File: src/inc/ush_pkg.sv
`default_nettype none
package ush_pkg;

  // Token identifiers carried on the link
  typedef enum logic [1:0] {
    USH_TOK_NONE  = 2'b00,
    USH_TOK_SETUP = 2'b01,
    USH_TOK_IN    = 2'b10,
    USH_TOK_OUT   = 2'b11
  } ush_tok_t;

  // Answer identifiers from the device
  typedef enum logic [1:0] {
    USH_RSP_NONE = 2'b00,
    USH_RSP_NAK  = 2'b01,
    USH_RSP_DATA = 2'b10
  } ush_rsp_t;

  localparam int CLK_PERIOD_NS = 40;
  // One CRC bit on the wire
  localparam int CRC_BIT_NS    = 83;
  // Longest time, so rounded down; never below one cycle
  localparam int CRC_BIT_CYC   = (CRC_BIT_NS / CLK_PERIOD_NS) < 1 ? 1 :
                                 (CRC_BIT_NS / CLK_PERIOD_NS);
  localparam int TOK_HDR_CYC   = 16;
  localparam int TOK_CRC_BITS  = 5;
  localparam int TOK_CYC       = TOK_HDR_CYC + TOK_CRC_BITS * CRC_BIT_CYC;
  localparam int DATA_LEN      = 8;
  localparam int RSP_TIMEOUT   = 16;
  localparam logic [7:0] DATA_RESET = 8'h00;

endpackage : ush_pkg
`default_nettype wire

File: src/inc/ush_link_if.sv
`timescale 1ns/10ps
`default_nettype none
interface ush_link_if;
  logic                 tok_valid;
  ush_pkg::ush_tok_t    tok_pid;
  logic                 tok_last;
  logic                 rsp_valid;
  ush_pkg::ush_rsp_t    rsp_pid;
  logic [7:0]           rsp_data;
  logic                 rsp_last;

  modport dev
  (
    input  tok_valid,
    input  tok_pid,
    input  tok_last,
    output rsp_valid,
    output rsp_pid,
    output rsp_data,
    output rsp_last
  );

  modport host
  (
    output tok_valid,
    output tok_pid,
    output tok_last,
    input  rsp_valid,
    input  rsp_pid,
    input  rsp_data,
    input  rsp_last
  );
endinterface : ush_link_if
`default_nettype wire

File: src/rtl/ush_dev.sv
`timescale 1ns/10ps
`default_nettype none
module ush_dev
(
  input  wire logic       clk_sys,
  input  wire logic       rst_n,
  ush_link_if.dev         link,
  input  wire logic       bus_module_enable,
  input  wire logic       flag_clear,
  input  wire logic [7:0] in_data,
  output logic            setup_received_flag,
  output logic            irq,
  output logic            tx_busy
);

  typedef enum logic [1:0] {
    USH_D_IDLE  = 2'b00,
    USH_D_TOKEN = 2'b01,
    USH_D_NAK   = 2'b10,
    USH_D_DATA  = 2'b11
  } ush_dstate_t;

  ush_dstate_t       state_reg;
  ush_dstate_t       state_next;
  ush_pkg::ush_tok_t pid_reg;
  logic [3:0]        cnt_reg;
  logic [7:0]        data_reg;
  logic              run;
  // Decoded link events and the slot outputs before the cap
  logic              tok_start;
  logic              tok_end;
  logic              setup_end;
  logic              slot_data;
  logic              data_end;
  logic              rsp_valid_c;
  logic              rsp_last_c;
  ush_pkg::ush_rsp_t rsp_pid_c;
  logic [3:0]        air_cnt_reg;
  logic              air_full;
  wire logic [7:0]   lane_data;

  // Module held in reset while disabled
  // low enable resets module
  assign run = rst_n && bus_module_enable;

  // A last cycle seen straight from idle is a one-cycle token and is
  // refused; pid_reg would still hold the type of the token before,
  // and a stale SETUP would raise the flag a second time
  assign tok_start = link.tok_valid && (state_reg == USH_D_IDLE);
  assign tok_end   = link.tok_valid && link.tok_last &&
                     (state_reg == USH_D_TOKEN);
  assign setup_end = tok_end && (pid_reg == ush_pkg::USH_TOK_SETUP);
  assign slot_data = (state_reg == USH_D_DATA);
  assign data_end  = slot_data &&
                     (cnt_reg == 4'(ush_pkg::DATA_LEN - 1));

  always_ff @(posedge clk_sys)
  begin
    if (!run)
      setup_received_flag <= 1'b0;
    else if (setup_end)
      setup_received_flag <= 1'b1;
    else if (flag_clear)
      setup_received_flag <= 1'b0;
  end

  assign irq = setup_received_flag;

  // Token type captured on its first cycle
  always_ff @(posedge clk_sys)
  begin
    if (!run)
      pid_reg <= ush_pkg::USH_TOK_NONE;
    else if (tok_start)
      pid_reg <= link.tok_pid;
  end

  // Decision is taken once, at the token's last bit, from the
  // registered flag; a clear landing mid-CRC only moves the answer
  always_comb
  begin
    state_next = state_reg;
    case (state_reg)
      USH_D_IDLE:
        if (link.tok_valid)
          state_next = link.tok_last ? USH_D_IDLE : USH_D_TOKEN;
      USH_D_TOKEN:
        if (!link.tok_valid)
          state_next = USH_D_IDLE;
        else if (link.tok_last)
        begin
          if (pid_reg != ush_pkg::USH_TOK_IN)
            state_next = USH_D_IDLE;
          else if (setup_received_flag)
            state_next = USH_D_NAK;
          else
            state_next = USH_D_DATA;
        end
      USH_D_NAK:
        state_next = USH_D_IDLE;
      USH_D_DATA:
        if (data_end)
          state_next = USH_D_IDLE;
      default:
        state_next = USH_D_IDLE;
    endcase
  end

  always_ff @(posedge clk_sys)
  begin
    // Cap closes the slot as well
    if (!run || air_full)
      state_reg <= USH_D_IDLE;
    else
      state_reg <= state_next;
  end

  always_ff @(posedge clk_sys)
  begin
    if (!run || state_reg != USH_D_DATA)
      cnt_reg <= 4'h0;
    else
      cnt_reg <= cnt_reg + 4'h1;
  end

  // Byte sampled each data cycle so software may stream it
  always_ff @(posedge clk_sys)
  begin
    if (!run)
      data_reg <= ush_pkg::DATA_RESET;
    else if (state_next == USH_D_DATA)
      data_reg <= in_data;
  end

  always_comb
  begin
    rsp_valid_c = 1'b0;
    rsp_last_c  = 1'b0;
    rsp_pid_c   = ush_pkg::USH_RSP_NONE;
    case (state_reg)
      USH_D_NAK:
      begin
        rsp_valid_c = 1'b1;
        rsp_last_c  = 1'b1;
        rsp_pid_c   = ush_pkg::USH_RSP_NAK;
      end
      USH_D_DATA:
      begin
        rsp_valid_c = 1'b1;
        rsp_last_c  = data_end;
        rsp_pid_c   = ush_pkg::USH_RSP_DATA;
      end
      default:
      begin
        rsp_valid_c = 1'b0;
        rsp_last_c  = 1'b0;
        rsp_pid_c   = ush_pkg::USH_RSP_NONE;
      end
    endcase
  end

  // air-time cap
  // Independent of the state coding, so a slip there still cannot
  // become an endless transmit; costs one small counter
  always_ff @(posedge clk_sys)
  begin
    if (!run || !rsp_valid_c)
      air_cnt_reg <= 4'h0;
    else if (!air_full)
      air_cnt_reg <= air_cnt_reg + 4'h1;
  end

  assign air_full = (air_cnt_reg == 4'(ush_pkg::DATA_LEN));

  // Lanes held low outside the data slot, so no stale byte shows
  genvar lane;
  generate
    for (lane = 0; lane < 8; lane = lane + 1)
    begin : g_lane
      assign lane_data[lane] = slot_data && data_reg[lane];
    end
  endgenerate

  assign link.rsp_valid = rsp_valid_c && !air_full;
  assign link.rsp_pid   = air_full ? ush_pkg::USH_RSP_NONE : rsp_pid_c;
  assign link.rsp_data  = lane_data;
  assign link.rsp_last  = rsp_last_c && !air_full;
  assign tx_busy        = link.rsp_valid;

endmodule : ush_dev
`default_nettype wire

File: src/flat_wrapper.sv
// flat-port wrapper written by rule: the top's interface ports become plain ports
module ush_dev_flat 
  (clk_sys, rst_n, bus_module_enable, flag_clear, in_data, setup_received_flag, irq, tx_busy, link_tok_valid, link_tok_pid, link_tok_last, link_rsp_valid, link_rsp_pid, link_rsp_data, link_rsp_last);
  ush_link_if link_i ();
  input  wire logic clk_sys;
  input  wire logic rst_n;
  input  wire logic bus_module_enable;
  input  wire logic flag_clear;
  input  wire logic [7:0] in_data;
  output logic setup_received_flag;
  output logic irq;
  output logic tx_busy;
  input wire logic [$bits(link_i.tok_valid)-1:0] link_tok_valid;
  input wire logic [$bits(link_i.tok_pid)-1:0] link_tok_pid;
  input wire logic [$bits(link_i.tok_last)-1:0] link_tok_last;
  output wire logic [$bits(link_i.rsp_valid)-1:0] link_rsp_valid;
  output wire logic [$bits(link_i.rsp_pid)-1:0] link_rsp_pid;
  output wire logic [$bits(link_i.rsp_data)-1:0] link_rsp_data;
  output wire logic [$bits(link_i.rsp_last)-1:0] link_rsp_last;
  assign link_i.tok_valid = link_tok_valid;
  assign link_i.tok_pid = link_tok_pid;
  assign link_i.tok_last = link_tok_last;
  assign link_rsp_valid = link_i.rsp_valid;
  assign link_rsp_pid = link_i.rsp_pid;
  assign link_rsp_data = link_i.rsp_data;
  assign link_rsp_last = link_i.rsp_last;
  ush_dev u_core (.clk_sys(clk_sys), .rst_n(rst_n), .link(link_i), .bus_module_enable(bus_module_enable), .flag_clear(flag_clear), .in_data(in_data), .setup_received_flag(setup_received_flag), .irq(irq), .tx_busy(tx_busy));
endmodule
File: config.mk
export PLATFORM = sky130hd
export DESIGN_NAME = ush_dev_flat
export DESIGN_NICKNAME = d
export VERILOG_FILES = /design/src/inc/ush_pkg.sv /design/src/inc/ush_link_if.sv /design/src/rtl/ush_dev.sv /design/src/flat_wrapper.sv
export SDC_FILE = /design/constraint.sdc
export NUM_CORES = 1
export LEC_CHECK = 0
export BUFFER_PORTS_ARGS = -buffer_cell sky130_fd_sc_hd__buf_4
export CORE_MARGIN = 2
export CORE_UTILIZATION = 37
export DETAILED_ROUTE_END_ITERATION = 12
export GPL_TIMING_DRIVEN = 1
export SYNTH_ARGS = -nofsm -noshare
export SYNTH_HDL_FRONTEND = slang
export SYNTH_SLANG_ARGS = --single-unit
File: constraint.sdc
create_clock -name clk_sys -period 2.5 [get_ports clk_sys]
set_clock_uncertainty 0.2 [all_clocks]
set_input_delay 0.125 -clock clk_sys [delete_from_list [all_inputs] [get_ports clk_sys]]
set_output_delay 0.125 -clock clk_sys [all_outputs]
set_load 0.05 [all_outputs]
* Word-level counts from Yosys, hierarchy flattened
Index checks and enable logic that the tools add are counted.
Operators by class: reductions and logical operators 25, add/subtract/negate cells 2, equal/unequal tests 9, multiplexer cells 14
Operators by type and width (count):
- 1-bit logical AND | 16
- 2-bit two-way mux | 6
- 4-bit by 1-bit adder with 4-bit output (second input constant) | 2
- 2-bit case mux with 4 select lines | 1
- 2-bit == test (second input constant) | 3
- 1-bit two-way mux | 5
- 2-bit by 1-bit == test with 1-bit output (second input constant) | 2
- 4-bit by 3-bit == test with 1-bit output (second input constant) | 1
- 4-bit == test (second input constant) | 1
- 2-bit != test (second input constant) | 2
- 2-bit case mux with 2 select lines | 1
- 1-bit logical NOT | 3
- 1-bit logical OR | 3
- 2-bit logical NOT | 1
- 1-bit case mux with 2 select lines | 1
- 2-bit nonzero test | 1
- 2-bit OR reduction | 1
Word-level totals: logic and storage cells 56, register bits 21, input bits 16, output and inout bits 15

* Logic depth before layout (Yosys ltp)
Gate-level depths: netlist of run 1.
depth in word-level cells 6, gate-level depth with buffers 6

* Worst setup path after synthesis of run 1
No wires, ideal clock.
path kind register to output, start register u_core.air_cnt_reg[0], end output link_rsp_last, cell stages (with the launch flop) 6, path slack 0.495 ns, buffers on the path 0, data arrival time 1.680 ns, data required time 2.175 ns, cells stage by stage dfxtp_1 -> inv_1 -> ha_1 -> nand3b_1 -> nand2_1 -> a21oi_1
Between the ends: word-level cells in the longest chain between the ends 3
RTL lines:
- start: declaration | RTL line ush_dev.sv:38 | logic [3:0] air_cnt_reg;
- start signal: assignment | RTL line ush_dev.sv:170 | air_cnt_reg <= air_cnt_reg + 4'h1;
- 4-bit == test | RTL line ush_dev.sv:173 | assign air_full = (air_cnt_reg == 4'(ush_pkg::DATA_LEN));
- 1-bit logical NOT
- 1-bit logical AND | RTL line ush_dev.sv:187 | assign link.rsp_last = rsp_last_c && !air_full;
- end: declaration | RTL line flat_wrapper.sv:19 | output wire logic [$bits(link_i.rsp_last)-1:0] link_rsp_last;
Every way passes these cells.

* Final worst setup path of run 1
start register u_core.state_reg[1], end register u_core.pid_reg[1]
Between the ends: word-level cells in the longest chain between the ends 2
RTL lines:
- start: declaration | RTL line ush_dev.sv:23 | ush_dstate_t state_reg;
- start signal: assignment | RTL line ush_dev.sv:115 | state_reg <= state_next;
- 2-bit logical NOT | RTL line ush_dev.sv:49 | assign tok_start = link.tok_valid && (state_reg == USH_D_IDLE);
- 1-bit logical AND | RTL line ush_dev.sv:49
- end signal: assignment | RTL line ush_dev.sv:73 | pid_reg <= ush_pkg::USH_TOK_NONE;
- end signal: assignment | RTL line ush_dev.sv:75 | pid_reg <= link.tok_pid;
- end: declaration | RTL line ush_dev.sv:25 | ush_pkg::ush_tok_t pid_reg;
Every way passes these cells. A chain may end at the register's enable or synchronous reset.

==> reports/results.env, run 1 <==
VIOLATION_COUNT_AFTER_THE_FIRST_DETAILED_ROUTE_ITERATION=13
NUMBER_OF_NETS_IN_THE_LAYOUT=174
PLACEMENTROWS=19
WIRELENGTH_MM=2.12
INTERNAL_W=0.000431
CTS_HTREE_LEVELS=1
FINAL_HOLD_VIOL_COUNT=0
INSERTION_DELAY_NS=0.29
POWER.SEQUENTIAL.FRACTION_PCT=61.6
ANTENNA_FOUND_INITIAL=0
POWER_FRAC_CLOCK_PCT=28.8
STARTPOINT='u_core.state_reg[1]'
BUFFER_CELL_DRIVING_THE_CLOCK_TREE_ROOT='clkbuf_4'
WORST_SETUP_EP='u_core.pid_reg[1]'
LAYOUT_WORST_PATH_CYCLE_SHARE_PCT=84.9
POWER.NET_SWITCHING_W=0.000120
PRECTSSETUPSLACK_NS=0.680
CP_NUM_BUF_INV=1
LARGEST_NET_DEGREE_AT_THE_START_OF_GLOBAL_ROUTING=18
LAYOUT_MIN_CYCLE_TIME_NS=2.12
WORST-PATH-MAX-FANOUT=17
DIE_Y_UM=56.4
HOLDCRITPATHCLASS='in2reg'
FINALMAXSLEWVIOLATIONS=0
YOSYS_WARNINGS=0
CTS_TREE='yes'
CRITPATHARRIVALTIME_NS=2.11
WORST_SLEW_PIN_SLEW_NS=0.544
POST_SYNTH_INST_COUNT=112
MOSTFREQUENTLAYOUTCELL='buf_4'
ASYNCSETRESETFLOPFRACSYNTH_PCT=0
FMAX_MHz=471
CLOCK_TREE.BUFFER_DEPTH=2
FINALWORSTSETUPSLACK_NS=0.378
FINAL_LAYOUT_SIZE_SUFFIX_GT1_SHARE_PCT=24.7
VIAS_IN_THE_FIRST_GLOBAL_ROUTE=844
MAXCAPVIOLATIONS=0
GRT_USE_TOTAL_PCT=14.3
MOST_FREQUENT_CELLS_IN_THE_LAYOUT='buf_4 (31), dfxtp_1 (21), nand2_1 (20)'
WORST_PATH_LARGEST_CELL_DELAY_NS=0.55
SETUP_VIOL=0
POWER_DENSITY_nW_PER_UM2=387
SYNTH_ENABLE_FLOP_CELLS=0
DETAIL-ROUTE-ANTENNA-NETS=0
WHS_NS=0.0202
SETUP.WORST_PATH.START_CLASS='flip-flop'
RELSLEWSLACK_PCT=63.7
COMB_POWER_SHARE_PCT=9.6
CPLARGESTDELAYFAMILY='buffers and inverters'
PLACEMENT_STAGE_CELL_AREA_UM2=1240
SYNTH_FLOP_CELL='dfxtp_1'
SEQUENTIAL_ELEMENT_SHARE_OF_THE_SYNTHESIZED_AREA_PCT=41.4
PORT_BUFFERS=30
SYN-CELL-AREA_UM2=1020
SYNTHTOLAYOUTAREAGROWTH_PCT=39.9
WIRE_PER_INST_UM=11.5
DRT_DRC_VIOLATIONS_LEFT=0
WEIGHTED_CONGESTION_AT_THE_END_OF_ROUTABILITY_DRIVEN_GLOBAL_PLACEMENT=0.738
CTS-BUFFERS-INSERTED=3
WORST_EP_REQUIRED_TIME_NS=2.49
SETUP.WORST_PATH.END_CLASS='flip-flop'
TNS_NS=0
CHIP_WIDTH_UM=56.4
MAX-VDD-IR-DROP_V=0.000309
WORST_R2R_ENDPOINT='u_core.pid_reg[1]'
RSZ0062_AT_GRT='no'
GRT_OVERFLOW_TOTAL=0
ROUTE.DETAILED.VIAS_PER_INST=4.71
GRT_FIRST_PASS_WIRELENGTH_MM=3.62
POST-ROUTE-CELL-AREA_UM2=1420
CTS_SETUP_BUFFERS=0
DPL.HPWL_MM=1.54
STARTING_DENSITY_OF_THE_CORE_PCT=37.8
NUMBER_OF_VIAS_AFTER_DETAILED_ROUTING=871
UTILIZATION_OF_THE_CORE_AFTER_ROUTING_PCT=52.9
LARGEST_REGISTER_FFS=8
GROUTE.LAYER.MET1.USAGE_PCT=17.9
FLOORPLAN.CORE_AREA_UM2=2690
ANTENNA_FIX_CELLS=0
CP.DEPTH=4
SYNTH_SEQ_CELLS=21
CTS.SINK_COUNT=21
DIE_AREA_UM2=3180
RUN_STATUS='complete, no violations'
TIMING.REG2REG.SETUP_SLACK_NS=0.38
GLOBAL_ROUTE.USAGE.MET2_PCT=23.9
GRT.MET3_USAGE_PCT=3.92
SW_FRAC_OF_TOTAL_PCT=21.7
CELL_AT_THE_SLOWEST_STAGE_OF_THE_CRITICAL_PATH='dlygate4sd3_1'
SYN-NUM-NETS=131
CP_CELL_SEQUENCE='nor3b_1, mux2i_1, nor2_1, dlygate4sd3_1'
REG_TO_REG_STARTPOINT='u_core.state_reg[1]'
TIMING_WORST_SETUP_PATH_TYPE='reg2reg'
R2R.WORST_PATH.CELLS=4
GRT.BUSIEST_LAYER='met2'
POST_SYNTH.CELL_AREA_AVG_UM2=9.07
LEAKAGE_nW=0.719
TOP_LEVEL_PORTS=31
DRT_PRE_ANTENNA_ITERS=4
CLKSLEWWORSTSETUPHOLDPATHS_NS=0.12
SYNTH_CELL_TYPES=24
## synthesized netlist by cell type (3+ instances only)
cell type	n	area, um2
nand3b_1	3	22.5
mux2i_1	11	110
nor2_1	10	37.5
a21oi_1	3	15.0
ha_1	3	37.5
nor3b_1	3	22.5
nand2_1	20	75.1
inv_1	4	15.0
nand3_1	4	20.0
xnor2_1	3	26.3
and3_1	9	56.3
buf_4	3	22.5
dfxtp_1	21	420
clkbuf_1	3	11.3
## per-stage QoR
stage	total power (W)	instances
2_1_floorplan	0.000361	112
3_3_place_gp	0.000382	166
3_5_place_dp	0.000383	166
4_1_cts	0.000563	185
5_1_grt	0.000579	185
6_report	0.000550	185
## area by class of cell
type	instances	area, um2
clock inverter	1	5.00
tap	31	38.8
sequential	21	420
timing repair buffer	46	383
fill	259	1260
multi-input combinational	79	537
clock buffer	3	22.5
inverter	4	15.0
## cell families (layout without fill, tap and decap cells)
| group | after synthesis | count (layout) | share of synthesized area, % |
|---|---|---|---|
| buf+inv | 12 | 54 | 5.79 |
| xor+xnor | 5 | 5 | 4.31 |
| compound gates | 6 | 6 | 5.54 |
| fa+ha+maj | 3 | 3 | 3.69 |
| flops | 21 | 21 | 41.4 |
| mux | 11 | 11 | 10.8 |
| simple gates | 54 | 54 | 28.4 |
## worst min path at each step
| stage | slack, ns | to | depth (start not counted) | from |
|---|---|---|---|---|
| after floorplan | 0.06 | u_core.data_reg[0] | 2 | in_data[0] |
| after global placement | 0.17 | u_core.pid_reg[1] | 3 | link_tok_pid[1] |
| after detailed placement | 0.18 | u_core.pid_reg[1] | 3 | link_tok_pid[1] |
| after CTS | 0.007 | u_core.state_reg[0] | 3 | link_tok_last |
| after global routing | 0.02 | u_core.state_reg[0] | 3 | link_tok_last |
| final | 0.02 | u_core.state_reg[0] | 3 | link_tok_last |
## power groups by stage
stage | clock network, W | registers (W) | logic [W]
after detailed placement | 0 | 0.000346 | 0.0000367
after floorplan | 0 | 0.000344 | 0.0000168
final | 0.000159 | 0.000339 | 0.0000529
after CTS | 0.000170 | 0.000339 | 0.0000532
after global placement | 0 | 0.000346 | 0.0000361
after global routing | 0.000182 | 0.000339 | 0.0000574
## metal layers
metal | part of all wire [%] | vias to the layer above
met4 | 0.57 | 0
met2 | 46 | 21
met3 | 4.9 | 2
met1 | 48 | 392
li1 | - | 456
met5 | 0 | -
## tightest hold or removal path, cell delays in order
cell	delay, ns
buf_4	0.12
a21boi_0	0.12
o22ai_1	0.11
## timing repair
action	in CTS	in global routing
endpoints found under the hold margin	12	0
gates resized for setup	0	0
hold buffers	15	0
No activity file was read; power rests on OpenSTA's default activity.
==> inputs of run 2 (changes only) <==
Clock period 2.5 ns to 1.9 ns, I/O delays scaled along.
==> run 2 against run 1 <==
- flip-flop and latch count is the same
- global-route usage grew 1.2 points
- highest routed layer unchanged
- total power grew 34%
- routed wire length grew 4.9%
- largest cell class unchanged
- sequential power grew 31%
- non-clock buffer count grew 7
- via count grew 3.8%
- register-to-register slack lost 0.24 ns
- hold slack gained 0.084 ns
==> reports/results.env, run 2 (same netlist as run 1, synthesis figures left out) <==
TIMING_WORST_SETUP_PATH_TYPE='reg2out'
SYNTHTOLAYOUTAREAGROWTH_PCT=47.3
CTS.SINK_COUNT=21
NUMBER_OF_VIAS_AFTER_DETAILED_ROUTING=904
CTS-BUFFERS-INSERTED=3
NUMBER_OF_NETS_IN_THE_LAYOUT=181
WIRE_PER_INST_UM=11.6
FINALMAXSLEWVIOLATIONS=0
FINAL_LAYOUT_SIZE_SUFFIX_GT1_SHARE_PCT=28.6
RUN_STATUS='complete, no violations'
BUFFER_CELL_DRIVING_THE_CLOCK_TREE_ROOT='clkbuf_4'
MOST_FREQUENT_CELLS_IN_THE_LAYOUT='buf_4 (34), nand2_1 (20), dfxtp_1 (19)'
CTS_HTREE_LEVELS=1
HOLDCRITPATHCLASS='in2reg'
SETUP_VIOL=0
GRT_OVERFLOW_TOTAL=0
PLACEMENTROWS=19
TOP_LEVEL_PORTS=31
CRITPATHARRIVALTIME_NS=1.47
WORST-PATH-MAX-FANOUT=4
DIE_AREA_UM2=3180
LAYOUT_MIN_CYCLE_TIME_NS=1.76
WORST_SLEW_PIN_SLEW_NS=0.446
STARTING_DENSITY_OF_THE_CORE_PCT=37.8
MET3ROUTEDLENGTH_UM=90
ROUTE.DETAILED.VIAS_PER_INST=4.71
DIE_Y_UM=56.4
LARGEST_REGISTER_FFS=8
DPL.HPWL_MM=1.64
PLACEMENT_STAGE_CELL_AREA_UM2=1280
CTS_TREE='yes'
CP.DEPTH=6
GRT_USE_TOTAL_PCT=15.5
CLKSLEWWORSTSETUPHOLDPATHS_NS=0.11
CP_NUM_BUF_INV=2
WORST_EP_REQUIRED_TIME_NS=1.60
FILLERINSTANCES=252
WIRELENGTH_MM=2.22
LAYOUT_WORST_PATH_CYCLE_SHARE_PCT=92.7
MAX-VDD-IR-DROP_V=0.000439
WEIGHTED_CONGESTION_AT_THE_END_OF_ROUTABILITY_DRIVEN_GLOBAL_PLACEMENT=0.761
TNS_NS=0
FMAX_MHz=568
RELSLEWSLACK_PCT=70.3
CP_CELL_SEQUENCE='inv_1, ha_1, nand3b_1, nand2_1, nor2_1, buf_6'
FLOORPLAN.CORE_AREA_UM2=2690
POST-ROUTE-CELL-AREA_UM2=1500
CHIP_WIDTH_UM=56.4
CELL_AT_THE_SLOWEST_STAGE_OF_THE_CRITICAL_PATH='dfxtp_2'
DETAIL-ROUTE-ANTENNA-NETS=0
SETUP.WORST_PATH.START_CLASS='flip-flop'
CPLARGESTDELAYFAMILY='flip-flops'
DRT_PRE_ANTENNA_ITERS=4
LEAKAGE_nW=0.750
MAXCAPVIOLATIONS=0
ROUTE.TOP_LAYER_USED='met4'
POWER_DENSITY_nW_PER_UM2=491
ANTENNA_FOUND_INITIAL=0
RSZ0062_AT_GRT='no'
SETUP.WORST_PATH.END_CLASS='output pin'
CLOCK_TREE.BUFFER_DEPTH=2
ANTENNA_FIX_CELLS=0
VIAS_IN_THE_FIRST_GLOBAL_ROUTE=869
DRT_DRC_VIOLATIONS_LEFT=0
PORT_BUFFERS=30
INSERTION_DELAY_NS=0.30
LARGEST_NET_DEGREE_AT_THE_START_OF_GLOBAL_ROUTING=21
R2R.WORST_PATH.CELLS=4
WORST_PATH_LARGEST_CELL_DELAY_NS=0.38
VIOLATION_COUNT_AFTER_THE_FIRST_DETAILED_ROUTE_ITERATION=15
MIN_DELAY_PATH_DEPTH=4
MOSTFREQUENTLAYOUTCELL='buf_4'
DRT-MET1-WL_MM=1.02
FINAL_HOLD_VIOL_COUNT=0
MET2WIRELENGTH_MM=1.10
GRT_FIRST_PASS_WIRELENGTH_MM=3.83
[run 2: routing by layer]
layer  vias up  GRT usage (%)
met2        19           25.0
li1        472              -
met4         0           6.12
met5         -              0
met1       411           19.1
met3         2           4.84
[run 2: worst register-to-register path, stage by stage (launching register included)]
cell and delay (ns):
dfxtp_1 0.36, nor3b_2 0.28, mux2i_1 0.22, nor2_1 0.05, dlygate4sd3_1 0.54
[run 2: final timing paths]
path                                             from           endpoint  slack, ns
worst max-delay path            u_core.air_cnt_reg[0]    link_rsp_pid[0]       0.14
worst min register to register      u_core.cnt_reg[0]  u_core.cnt_reg[0]       0.25
worst max register to register    u_core.state_reg[1]  u_core.pid_reg[1]       0.14
worst min-delay path                   link_tok_valid  u_core.pid_reg[0]       0.10
[run 2: area by class of cell]
type / count / area, um2 / share of cell area (%)
multi-input combinational: 79 / 546 / 36.5
clock buffer: 4 / 26.3 / 1.76
inverter: 4 / 15.0 / 1.00
sequential: 21 / 423 / 28.3
timing repair buffer: 53 / 448 / 29.9
tap: 31 / 38.8 / 2.59
[run 2: repair_timing]
action                                 CTS  global route
hold buffers                            17             0
setup endpoints to repair                0             5
setup buffers                            0             1
endpoints found under the hold margin   12             0
gates resized for setup                  0             5
[run 2: power breakdown]
part | internal, W | total (W) | switching (W)
clock | 0.0000818 | 0.000214 | 0.000132
sequential | 0.000442 | 0.000444 | 0.00000189
combinational | 0.0000517 | 0.0000773 | 0.0000256
total | 0.000576 | 0.000735 | 0.000160
[run 2: per-stage QoR]
| step | setup slack (ns) | cells | hold slack, ns | power, W | util, % |
|---|---|---|---|---|---|
| global route | 0.000885 | 192 | 0.106 | 0.000780 | 55.7 |
| finish | 0.139 | 192 | 0.104 | 0.000735 | 55.7 |
| CTS | 0.0102 | 191 | 0.0905 | 0.000754 | 54.9 |
| floorplan | 0.0247 | 112 | 0.0338 | 0.000475 | - |
| global placement | 0.277 | 170 | 0.136 | 0.000505 | 47.6 |
| detailed placement | 0.215 | 170 | 0.143 | 0.000506 | 47.6 |
